File: config.mk
export PLATFORM = sky130hd
export DESIGN_NAME = cfp_chroma_path
export DESIGN_NICKNAME = d
export VERILOG_FILES = /design/src/hw/cfp_pkg.sv /design/src/hw/cfp_chroma_path.sv
export SDC_FILE = /design/constraint.sdc
export NUM_CORES = 1
export LEC_CHECK = 0
export ABC_AREA = 1
export BUFFER_PORTS_ARGS = -buffer_cell sky130_fd_sc_hd__buf_2
export CORE_UTILIZATION = 35
export DETAILED_ROUTE_END_ITERATION = 10
export PLACE_DENSITY = 0.56
export SLEW_MARGIN = 20
export SYNTH_ARGS = -nofsm -noshare
export SYNTH_HDL_FRONTEND = slang
export SYNTH_SLANG_ARGS = --single-unit
File: constraint.sdc
create_clock -name i_core_clk -period 4.38 [get_ports i_core_clk]
set_clock_uncertainty 0.15 [all_clocks]
set_input_delay 0.219 -clock i_core_clk [delete_from_list [all_inputs] [get_ports i_core_clk]]
set_output_delay 0.219 -clock i_core_clk [all_outputs]
set_load 0.005 [all_outputs]
File: src/hw/cfp_pkg.sv
// package: constants of the chroma format path
package cfp_pkg;
  localparam int CFP_CW = 12;
  localparam int CFP_PW = 36;
  localparam logic [7:0] CFP_OFS_UP = 8'h1d;
  localparam logic [7:0] CFP_OFS_CS = 8'h53;
  localparam logic [7:0] CFP_OFS_BYP = 8'hbd;
  localparam logic [7:0] CFP_OFS_SKIP = 8'he0;
  localparam int CFP_BIT_UP = 5;
  localparam int CFP_BIT_BYP = 4;
  localparam int CFP_BIT_SKIP = 7;
  localparam logic CFP_RST_UP = 1'b0;
  localparam logic CFP_RST_BYP = 1'b1;
  localparam logic CFP_RST_SKIP = 1'b0;
  localparam logic [3:0] CFP_RST_CS = 4'h0;
  // input sample width codes
  localparam logic [1:0] CFP_W8 = 2'h0;
  localparam logic [1:0] CFP_W10 = 2'h1;
  localparam logic [1:0] CFP_W12 = 2'h2;
  // colour space codes
  localparam logic [3:0] CFP_CS_RGB_LIM = 4'h0;
  localparam logic [3:0] CFP_CS_RGB_FULL = 4'h1;
  localparam logic [3:0] CFP_CS_601 = 4'h2;
  localparam logic [3:0] CFP_CS_709 = 4'h3;
  localparam logic [3:0] CFP_CS_XV601 = 4'h4;
  localparam logic [3:0] CFP_CS_XV709 = 4'h5;
  localparam logic [3:0] CFP_CS_601F = 4'h6;
  localparam logic [3:0] CFP_CS_709F = 4'h7;
  localparam logic [3:0] CFP_CS_SY601 = 4'h8;
  localparam logic [3:0] CFP_CS_AYCC = 4'h9;
  localparam logic [3:0] CFP_CS_ARGB = 4'ha;
  localparam int CFP_LAT = 2;
endpackage

File: src/hw/cfp_chroma_path.sv
// chroma format path: left-justify, upconvert, filter and downsample
`timescale 1ns/10ps
// Summary of operation
// - video toward the preprocessor is 36 bits per pixel, 4:2:2 when i_out_422 is set, else 4:4:4
// - 4:4:4 input is forwarded with no upconversion; only a 4:2:2 output downsamples it
// - 4:2:2 input is upconverted to 4:4:4 by the upsample select method
// - narrow components are left-justified, low bits filled with zeros
// - upsample select at 0x1D bit 5, reset 0: 0 repeats, 1 interpolates
// - 4:2:2 output downconverts, filtered or not per filter-skip
// - 4:4:4 input: skip 0 filters then downsamples, 1 only downsamples
// - 4:2:2 input: skip sense inverted, default leaves it unfiltered
// - skip disables only chroma filters on B and C, downsampler keeps working
// - bypass at 0xBD bit 4, reset 1: 1 bypasses, 0 enables
// - pass-through disables only the chroma filters; upconversion and downsampling still run
// - colour space comes from link mode and decoded AVI frame
// - colour code read-only at 0x53 bits 3:0, reset 0000, values 0-1010
module cfp_chroma_path
  import cfp_pkg::*;
#(
  parameter int CW = CFP_CW
) (
  // clock and reset
  input wire logic i_core_clk,
  input wire logic i_rst,
  // register port
  input wire logic [7:0] i_addr,
  input wire logic [7:0] i_wr_data,
  input wire logic i_wr,
  input wire logic i_rd,
  output logic [7:0] o_rd_data,
  // input video, three right-aligned lanes a, b, c
  input wire logic i_vid_valid,
  input wire logic [3*CW-1:0] i_vid_data,
  input wire logic [1:0] i_in_width,
  input wire logic i_in_422,
  input wire logic i_out_422,
  // link status and decoded AVI fields
  input wire logic i_dvi_mode,
  input wire logic i_avi_valid,
  input wire logic [1:0] i_avi_y,
  input wire logic [1:0] i_avi_c,
  input wire logic [2:0] i_avi_ec,
  input wire logic [1:0] i_avi_q,
  input wire logic [1:0] i_avi_yq,
  // output video and colour space
  output logic o_vid_valid,
  output logic [3*CW-1:0] o_vid_data,
  output logic [3:0] o_cs_code
);

  function automatic logic [CW-1:0] lj(input logic [CW-1:0] v, input logic [1:0] w);
    lj = v;
    if (w == CFP_W8) begin
      lj = {v[CW-5:0], 4'h0};
    end else if (w == CFP_W10) begin
      lj = {v[CW-3:0], 2'h0};
    end
  endfunction

  function automatic logic [CW-1:0] avg(input logic [CW-1:0] a, input logic [CW-1:0] b);
    logic [CW:0] s;
    s = {1'b0, a} + {1'b0, b};
    avg = s[CW:1];
  endfunction

  function automatic logic [3:0] cs_map(input logic [1:0] y, input logic [1:0] c,
                                        input logic [2:0] ec, input logic [1:0] q,
                                        input logic [1:0] yq);
    cs_map = CFP_CS_RGB_LIM;
    if (y == 2'h0) begin
      if (c == 2'h3 && ec == 3'h4) begin
        cs_map = CFP_CS_ARGB;
      end else if (q == 2'h2) begin
        cs_map = CFP_CS_RGB_FULL;
      end
    end else if (c == 2'h3) begin
      case (ec)
        3'h0: cs_map = CFP_CS_XV601;
        3'h1: cs_map = CFP_CS_XV709;
        3'h2: cs_map = CFP_CS_SY601;
        3'h3: cs_map = CFP_CS_AYCC;
        default: cs_map = CFP_CS_601;
      endcase
    end else if (c == 2'h2) begin
      cs_map = (yq == 2'h1) ? CFP_CS_709F : CFP_CS_709;
    end else begin
      cs_map = (yq == 2'h1) ? CFP_CS_601F : CFP_CS_601;
    end
  endfunction

  // control bits
  logic up_interp_ff;
  logic bypass_ff;
  logic skip_ff;
  logic [3:0] cs_ff;
  logic avi_seen_ff;
  // stage 1: upconverted 4:4:4
  logic ph_ff;
  logic [CW-1:0] cb_ff;
  logic [CW-1:0] cr_ff;
  logic u_valid_ff;
  logic u_in422_ff;
  logic [CW-1:0] u_a_ff;
  logic [CW-1:0] u_b_ff;
  logic [CW-1:0] u_c_ff;
  // stage 2: output
  logic oph_ff;
  logic [CW-1:0] pb_ff;
  logic [CW-1:0] pc_ff;

  // register decode
  wire hit_up = i_addr == CFP_OFS_UP;
  wire hit_cs = i_addr == CFP_OFS_CS;
  wire hit_byp = i_addr == CFP_OFS_BYP;
  wire hit_skip = i_addr == CFP_OFS_SKIP;
  wire [7:0] rd_up = 8'(up_interp_ff) << CFP_BIT_UP;
  wire [7:0] rd_byp = 8'(bypass_ff) << CFP_BIT_BYP;
  wire [7:0] rd_skip = 8'(skip_ff) << CFP_BIT_SKIP;
  wire [7:0] rd_cs = {4'h0, cs_ff};
  wire [7:0] rd_mux = hit_up ? rd_up : hit_byp ? rd_byp :
                      hit_skip ? rd_skip : hit_cs ? rd_cs : 8'h00;

  always_ff @(posedge i_core_clk or posedge i_rst) begin
    if (i_rst) begin
      up_interp_ff <= CFP_RST_UP;
      bypass_ff <= CFP_RST_BYP;
      skip_ff <= CFP_RST_SKIP;
      o_rd_data <= 8'h00;
    end else begin
      if (i_wr && hit_up) begin
        up_interp_ff <= i_wr_data[CFP_BIT_UP];
      end
      if (i_wr && hit_byp) begin
        bypass_ff <= i_wr_data[CFP_BIT_BYP];
      end
      if (i_wr && hit_skip) begin
        skip_ff <= i_wr_data[CFP_BIT_SKIP];
      end
      // read data stands one cycle only; colour code is read-only
      o_rd_data <= i_rd ? rd_mux : 8'h00;
    end
  end

  // colour space: dvi link or no frame yet reports the reset code
  wire [3:0] nxt_cs = i_dvi_mode ? CFP_CS_RGB_LIM :
                      (i_avi_valid ? cs_map(i_avi_y, i_avi_c, i_avi_ec, i_avi_q, i_avi_yq)
                       : cs_ff);
  wire nxt_avi_seen = !i_dvi_mode && (avi_seen_ff || i_avi_valid);

  always_ff @(posedge i_core_clk or posedge i_rst) begin
    if (i_rst) begin
      cs_ff <= CFP_RST_CS;
      avi_seen_ff <= 1'b0;
      o_cs_code <= CFP_RST_CS;
    end else begin
      cs_ff <= nxt_cs;
      avi_seen_ff <= nxt_avi_seen;
      o_cs_code <= nxt_cs;
    end
  end

  // stage 1: left-justify, then upconvert 4:2:2
  wire [CW-1:0] in_a = lj(i_vid_data[3*CW-1:2*CW], i_in_width);
  wire [CW-1:0] in_b = lj(i_vid_data[2*CW-1:CW], i_in_width);
  wire [CW-1:0] in_c = lj(i_vid_data[CW-1:0], i_in_width);
  // even 4:2:2 pixels carry cb in lane b, odd ones cr
  wire [CW-1:0] nxt_cb = ph_ff ? cb_ff : in_b;
  wire [CW-1:0] nxt_cr = ph_ff ? in_b : cr_ff;
  // causal interpolation: midpoint of the last two samples, no look-ahead
  wire [CW-1:0] up_b = up_interp_ff ? avg(cb_ff, nxt_cb) : nxt_cb;
  wire [CW-1:0] up_c = up_interp_ff ? avg(cr_ff, nxt_cr) : nxt_cr;
  wire [CW-1:0] nxt_u_b = i_in_422 ? up_b : in_b;
  wire [CW-1:0] nxt_u_c = i_in_422 ? up_c : in_c;

  always_ff @(posedge i_core_clk or posedge i_rst) begin
    if (i_rst) begin
      ph_ff <= 1'b0;
      cb_ff <= '0;
      cr_ff <= '0;
      u_valid_ff <= 1'b0;
      u_in422_ff <= 1'b0;
      u_a_ff <= '0;
      u_b_ff <= '0;
      u_c_ff <= '0;
    end else begin
      u_valid_ff <= i_vid_valid;
      if (!i_in_422) begin
        ph_ff <= 1'b0;
      end else if (i_vid_valid) begin
        ph_ff <= !ph_ff;
        cb_ff <= nxt_cb;
        cr_ff <= nxt_cr;
      end
      if (i_vid_valid) begin
        u_in422_ff <= i_in_422;
        u_a_ff <= in_a;
        u_b_ff <= nxt_u_b;
        u_c_ff <= nxt_u_c;
      end
    end
  end

  // stage 2: optional chroma filter, downsample for 4:2:2 output
  wire inv_skip = u_in422_ff ? skip_ff : !skip_ff;
  wire do_filt = !bypass_ff && i_out_422 && inv_skip;
  wire [CW-1:0] f_b = do_filt ? avg(pb_ff, u_b_ff) : u_b_ff;
  wire [CW-1:0] f_c = do_filt ? avg(pc_ff, u_c_ff) : u_c_ff;
  // downsampler runs whether or not filters are on
  wire [CW-1:0] ds_b = oph_ff ? f_c : f_b;
  wire [3*CW-1:0] nxt_out = i_out_422 ? {u_a_ff, ds_b, {CW{1'b0}}}
                                      : {u_a_ff, u_b_ff, u_c_ff};

  always_ff @(posedge i_core_clk or posedge i_rst) begin
    if (i_rst) begin
      oph_ff <= 1'b0;
      pb_ff <= '0;
      pc_ff <= '0;
      o_vid_valid <= 1'b0;
      o_vid_data <= '0;
    end else begin
      o_vid_valid <= u_valid_ff;
      if (!i_out_422) begin
        oph_ff <= 1'b0;
      end else if (u_valid_ff) begin
        oph_ff <= !oph_ff;
      end
      if (u_valid_ff) begin
        pb_ff <= u_b_ff;
        pc_ff <= u_c_ff;
        o_vid_data <= nxt_out;
      end
    end
  end
endmodule // cfp_chroma_path

==> impl_metrics.yaml, run 1 <==
yosys:
  synthArstFlopShare_pct: 100
  synth_edf_count: 0
  synth.distinct_cells: 50
  syn-num-nets: 1499
  yosysWarnings: 0
  synth_top_family_by_area: "simple AND/OR/NAND/NOR gates"
  synth_mux_area_share_pct: 0.119
  syn_area_per_cell_sq_um: 6.85
  synthAdderAreaFrac_pct: 6.69
  syn-instance-count: 1377
  synth_xor_area_share_pct: 0.743
  ys_seq_area_share_pct: 36.9
  synth-compound-area-share_pct: 17.5
  netlist_area_sq_um: 9430
  synth-main-ff-cell: "dfrtp_1"
  synth_seq_cells: 139
  synthSimpleGateAreaFrac_pct: 28.5
global_route:
  grt-ovfl-total: 0
  grt_pass1_vias: 9262
  grt_pass1_wl_mm: 47.9
  grt_max_degree: 68
  grtUsageTotal_pct: 21.8
  antenna_found_initial: 1
timing:
  max_freq_mhz: 343
  maxSlewHeadroom_pct: 37.8
  setup_viol: 0
  tightestPinTransition_ns: 0.933
  drv_slew: 0
  fin_tns_setup_ns: 0
  worst_slack_ns: 1.46
  hold_viol_final: 0
  period_needed_ns: 2.92
  whs_ns: 0.0236
  grt_setup_unrepaired: "no"
  fin_crit_sh_pct: 66.6
floorplanning:
  initial_utilization_pct: 36.0
  die_w_um: 166
  die_h_um: 166
  die_area_sq_um: 27600
  rows: 59
  io_pins: 123
  core_area_sq_um: 26200
worst_setup_path:
  crit_chain: "buf_2 > nor2_2 > buf_4 > nand2_1 > o211ai_1 > o21ai_0 > ha_1 > a21o_1 > a21boi_0 > nand3_1 > nand2_1 > nand3_1 > nand2_1 > a22oi_1"
  cp-end-kind: "flop"
  cpLargestDelayFamily: "compound AO/OA/AOI/OAI gates"
  arrival_ns: 3.06
  cp_max_fo: 21
  cp_num_buf_inv: 2
  cp_common_cell: "nand2_1"
  reg2regPathDepth: 11
  cpMaxStageDelayCell: "nor2_2"
  critPathKind: "primary input to flop"
  worstSetupPathDepth: 14
  crit_path_start: "i_in_width[1]"
  crit_end: "u_b_ff[9]$_DFFE_PP0P_"
  start_kind: "primary input"
  reg2reg_from: "ph_ff$_DFFE_PP0P_"
  crit_required_ns: 4.52
  critPathMaxStageDelay_ns: 0.40
  rr_endpoint: "u_c_ff[7]$_DFFE_PP0P_"
  reg2reg_slack_ns: 1.50
cts:
  cts-resized-gates: 0
  cts_buffer_depth: 2
  clock_sinks: 139
  cts-root-buf: "clkbuf_16"
  clk_pin_slew_ns: 0.07
  insertion_delay_ns: 0.44
  cts_tree: "built"
  cts_max_level: 4
  cts_buffers: 17
  cts_setup_buffers: 0
drt:
  dr.pass1.iters: 8
  drt_iter0_drc: 516
  wl_per_cell_um: 15.5
  dr_total_vias: 9418
  post_drt_via_cell_ratio: 5.08
  totalWireLength_mm: 28.8
  drc: 10
  ant_nets: 0
pwr:
  swShare_pct: 39.2
  pwr-share-seq_pct: 33.1
  vdd_drop_max_mv: 0.291
  p_leak_nw: 5.89
  power_report.internal_total_mw: 3.08
  netSwitchingPower_mw: 1.98
  clkPwrFrac_pct: 31.3
  pwr_density_cell_nw_per_um2: 448
  p_comb_share_pct: 35.6
status:
  violations: "design-rule violations"
  status: "finished, violations left"
layout:
  fin_area_sq_um: 11300
  layout_commonest_cell: "nand2_1"
  fillers: 2783
  layout_common_cells: "nand2_1, inv_1, dfrtp_1, buf_2, o21ai_0"
  drive_gt1_share_pct: 11.7
  layout.nets: 1628
  syn2layout_area_growth_pct: 19.6
  final_util_pct: 43.0
placed_design:
  io_buffers: 116
  dpl.hpwl_mm: 21.1
  pre_cts_ws_ns: 1.08
  place_area_sq_um: 10300
  finalWeightedCongestion: 0.900
job:
  drv_cap: 0
worst_hold_path:
  hold_path.class: "primary input to flop"
## Yosys cell counts, drive strengths merged, types with 4 or more instances
| master | n | area share (%) |
|---|---|---|
| o211ai | 12 | 1.0 |
| nand3 | 96 | 5.1 |
| o21bai | 7 | 0.56 |
| o21a | 10 | 0.80 |
| xnor2 | 4 | 0.37 |
| fa | 4 | 0.85 |
| xor2 | 4 | 0.37 |
| clkbuf | 41 | 1.6 |
| buf | 12 | 0.73 |
| nor3 | 13 | 0.69 |
| nor2 | 86 | 3.5 |
| clkinv | 5 | 0.20 |
| nand2 | 439 | 18 |
| nand4 | 14 | 0.93 |
| o221ai | 11 | 1.0 |
| dfrtp | 138 | 37 |
| o22ai | 5 | 0.54 |
| a21oi | 105 | 5.6 |
| a22oi | 5 | 0.40 |
| ha | 44 | 5.8 |
| inv | 174 | 7.0 |
| o21ai | 119 | 6.3 |
## per-layer routing
metal  GRT usage (%)  vias up  part of all wire [%]
met5               0        -                     0
met4            7.44        0                   2.5
met3            4.29       51                   5.3
met2            35.2      248                    44
met1            29.0     4364                    48
li1                -     4755                     -
## how the worst min path moves through the flow
| stage | endpoint | startpoint | slack (ns) | cells past startpoint |
|---|---|---|---|---|
| 6_report | u_a_ff[9]$_DFFE_PP0P_ | i_vid_data[33] | 0.02 | 5 |
| 5_1_grt | u_c_ff[3]$_DFFE_PP0P_ | i_vid_data[3] | 0.04 | 3 |
| 4_1_cts | u_c_ff[3]$_DFFE_PP0P_ | i_vid_data[3] | 0.00008 | 3 |
| 3_5_place_dp | o_vid_data[2]$_DFFE_PP0P_ | i_rst | 0.23 | 2 |
| 3_3_place_gp | o_vid_data[2]$_DFFE_PP0P_ | i_rst | 0.23 | 2 |
| 2_1_floorplan | u_valid_ff$_DFF_PP0_ | i_vid_valid | 0.10 | 0 |
## cell type report
class	instances	area [sq um]	area share, %
well taps	335	419	3.72
repair buffers	163	1020	9.01
diodes	1	2.50	0.0222
flip-flops and latches	139	3480	30.9
clock inverters	15	199	1.76
inverters	179	679	6.03
clock buffers	17	425	3.77
multi-input cells	1006	5050	44.8
## sequential cells by signal (all words and copies together) (netlist names), 4 cells and up
register    flops
o_vid_data     36
pc_ff          12
u_b_ff         12
u_a_ff         12
u_c_ff         12
cr_ff          12
cb_ff          12
pb_ff          12
o_rd_data       7
cs_ff           4
## power groups by stage
stage                     clock [mW]  sequential (mW)  combinational, mW
after detailed placement           0             1.69               1.77
final                           1.58             1.67               1.80
after global placement             0             1.69               1.75
after CTS                       1.61             1.67               1.80
after floorplan                    0             1.63               1.32
after global routing            1.67             1.70               2.08
## per-stage QoR
| step | instances | power [mW] |
|---|---|---|
| 6_report | 1855 | 5.05 |
| 3_5_place_dp | 1789 | 3.47 |
| 5_1_grt | 1854 | 5.45 |
| 3_3_place_gp | 1789 | 3.44 |
| 2_1_floorplan | 1377 | 2.95 |
| 4_1_cts | 1854 | 5.09 |
## worst reg2reg max path: stages, from the launching register on
cell      delay (ns)
dfrtp_1         0.41
buf_4           0.24
o21ai_0         0.35
inv_1           0.13
fa_1            0.46
o21ai_0         0.40
nand3_1         0.20
nand2_1         0.10
nand2_1         0.05
nand3_1         0.06
o211ai_1        0.09
a21oi_1         0.16
## kinds of logic after synthesis
family                   Yosys count
flip-flops                       139
multiplexers                       1
AO/OA/AOI/OAI                    289
AND/OR/NAND/NOR                  659
buffers and inverters            232
XOR/XNOR                           8
other                              1
adder cells (fa/ha/maj)           48
## what timing repair did
| action | in CTS | in global routing |
|---|---|---|
| setup endpoints to repair | 0 | 0 |
| endpoints found under the hold margin | 87 | 0 |
| hold buffers | 33 | 0 |
Note: power is estimated with default switching activity, not from simulation.
==> run 2, diff against run 1 <==
Clock period 4.38 ns to 2.5 ns, I/O delays scaled along.
==> run 2 against run 1 <==
Against the previous run: the flow finishes with violations (design-rule violations, negative hold slack); power is 85% higher; non-clock buffer count is 114 higher; combinational power is 110% higher.
==> impl_metrics.yaml, run 2 (synthesis results as in run 1) <==
status:
  status: "finished, violations left"
  violations: "design-rule violations, negative hold slack"
floorplanning:
  io_pins: 123
  die_area_sq_um: 27600
  rows: 59
  core_area_sq_um: 26200
  die_w_um: 166
  initial_utilization_pct: 36.0
  die_h_um: 166
worst_setup_path:
  critPathKind: "flop to flop"
  crit_path_start: "ph_ff$_DFFE_PP0P_"
  critPathMaxStageDelay_ns: 0.42
  reg2reg_from: "ph_ff$_DFFE_PP0P_"
  crit_required_ns: 2.67
  rr_endpoint: "u_b_ff[10]$_DFFE_PP0P_"
  reg2reg_slack_ns: 0.06
  crit_end: "u_b_ff[10]$_DFFE_PP0P_"
  crit_chain: "clkinvlp_4 > buf_4 > buf_4 > o21a_1 > inv_2 > ha_4 > nand2_2 > buf_4 > nor2_4 > and2_1 > nand2_1 > nand2_1 > nand2_1 > nand3_1 > nand2_2 > a21oi_2"
  reg2regPathDepth: 16
  arrival_ns: 2.61
  cp-end-kind: "flop"
  start_kind: "flop"
  cpMaxStageDelayCell: "dfrtp_2"
  cp_max_fo: 6
layout:
  num_antenna_cells: 0
  drive_gt1_share_pct: 20.6
  layout_commonest_cell: "nand2_1"
  largest-register: "o_vid_data"
  largest_register_ffs: 36
  syn2layout_area_growth_pct: 32.9
  fin_area_sq_um: 12500
  regArea_sq_um: 3480
  multiInputGateArea_sq_um: 5360
  layout_common_cells: "nand2_1, inv_1, dfrtp_1, buf_2, buf_4"
  layout.nets: 1742
  fillers: 2645
job:
  drv_cap: 0
global_route:
  met1_usage_pct: 32.0
  grt.met3_usage_pct: 3.31
  grt_max_degree: 45
  grtUsageTotal_pct: 22.7
  grt_pass1_wl_mm: 49.8
  grt_busiest_layer: "met2"
  antenna_found_initial: 0
  globalRouteMet2Util_pct: 37.1
  grt_pass1_vias: 9590
  grt-ovfl-total: 0
pwr:
  power_report.internal_total_mw: 5.64
  vdd_drop_max_mv: 0.448
  p_comb_share_pct: 41.0
  clkPwrFrac_pct: 28.0
  pwr-share-seq_pct: 31.0
  pwr_density_cell_nw_per_um2: 748
  swShare_pct: 39.8
  netSwitchingPower_mw: 3.73
  p_leak_nw: 6.47
  power_mw: 9.37
cts:
  cts_tree: "built"
  clk_pin_slew_ns: 0.07
  cts_buffers: 17
  insertion_delay_ns: 0.43
  cts_max_level: 4
  cts-root-buf: "clkbuf_16"
  cts_buffer_depth: 2
  clock_sinks: 139
timing:
  period_needed_ns: 2.44
  maxSlewHeadroom_pct: 48.6
  whs_ns: -0.000238
  hold_viol_final: 1
  fin_crit_sh_pct: 97.4
  grt_setup_unrepaired: "yes"
  setup_viol: 0
  tightestPinTransition_ns: 0.769
  drv_slew: 0
  max_freq_mhz: 411
drt:
  dr_total_vias: 9986
  drt_iter0_drc: 674
  ant_nets: 0
  post_drt_via_cell_ratio: 5.07
  drc: 8
  wl_per_cell_um: 15.8
  dr.pass1.iters: 8
  totalWireLength_mm: 31.2
placed_design:
  dpl.hpwl_mm: 23.0
  place_area_sq_um: 11000
  io_buffers: 116
  finalWeightedCongestion: 0.909
worst_hold_path:
  hold_path.class: "primary input to flop"
-- run 2: cell types whose count changed in the layout (fill, tap and decap cells not counted), moves of 6 or more --
cell	previous run	this run
a21oi_1	104	90
a21oi_2	1	12
buf_12	0	6
buf_4	14	101
dlygate4sd3_1	33	51
ha_1	44	38
nand2_1	438	425
nand2_2	1	14
o21ai_0	113	94
o21ai_1	6	14
o21ai_2	0	9
-- run 2: worst max-delay path: cells and delay by family (launching register included) --
family | cells | cell delay (ns)
DFF | 1 | 0.42
buffers and inverters | 5 | 0.62
and+or+nand+nor | 8 | 0.70
AOI/OAI and AO/OA | 2 | 0.24
adders and majority gates | 1 | 0.22
-- run 2: through the flow --
step | setup TNS, ns | setup slack [ns] | utilization (%) | hold slack (ns) | instances
6_report | 0 | 0.0640 | 47.8 | -0.000238 | 1968
2_1_floorplan | 0 | 0.0823 | - | 0.00643 | 1377
4_1_cts | 0 | 0.00481 | 46.5 | 0.0000287 | 1962
3_3_place_gp | -0.341 | -0.0813 | 42.1 | 0.159 | 1874
5_1_grt | -0.351 | -0.0569 | 47.8 | 0.0220 | 1968
3_5_place_dp | -0.671 | -0.0976 | 42.1 | 0.169 | 1874
-- run 2: what timing repair did --
item | CTS | global route
buffers inserted | 3 | 7
endpoints found under the setup margin | 8 | 23
resized for setup | 6 | 91
gates cloned | 0 | 0
hold endpoints to repair | 58 | 0
pin swaps | 1 | 21
hold buffers | 53 | 0
-- run 2: layer usage --
layer | share of wire [%] | wire, um | vias to the layer above
li1 | - | - | 4998
met2 | 46 | 14500 | 301
met4 | 1.1 | 333 | 0
met3 | 5.3 | 1660 | 28
met1 | 47 | 14700 | 4659
met5 | 0 | 0 | -
-- run 2: cell type report --
class                   instances  area share, %
well taps                     335           3.35
clock buffers                  18           3.51
multi-input cells            1006           42.7
clock inverters                14           1.18
inverters                     179           5.44
repair buffers                277           16.0
flip-flops and latches        139           27.8
-- run 2: worst min-delay path by stage --
stage	start	end	slack [ns]	depth (start not counted)
finish	i_avi_ec[0]	cs_ff[3]$_DFFE_PP0P_	-0.0002	6
global route	i_wr	skip_ff$_DFFE_PP0P_	0.02	4
CTS	i_vid_data[28]	u_a_ff[8]$_DFFE_PP0P_	0.00003	5
detailed placement	i_rst	u_c_ff[6]$_DFFE_PP0P_	0.17	2
global placement	i_rst	cr_ff[8]$_DFFE_PP0P_	0.16	2
floorplan	i_vid_valid	u_valid_ff$_DFF_PP0_	0.006	0
-- run 2: power groups by stage --
| stage | sequential, mW | clock, mW | combinational, mW |
|---|---|---|---|
| floorplan | 2.86 | 0 | 2.31 |
| global placement | 2.92 | 0 | 3.46 |
| detailed placement | 2.93 | 0 | 3.50 |
| CTS | 2.89 | 2.67 | 3.60 |
| global route | 2.95 | 2.76 | 4.33 |
| finish | 2.91 | 2.62 | 3.84 |
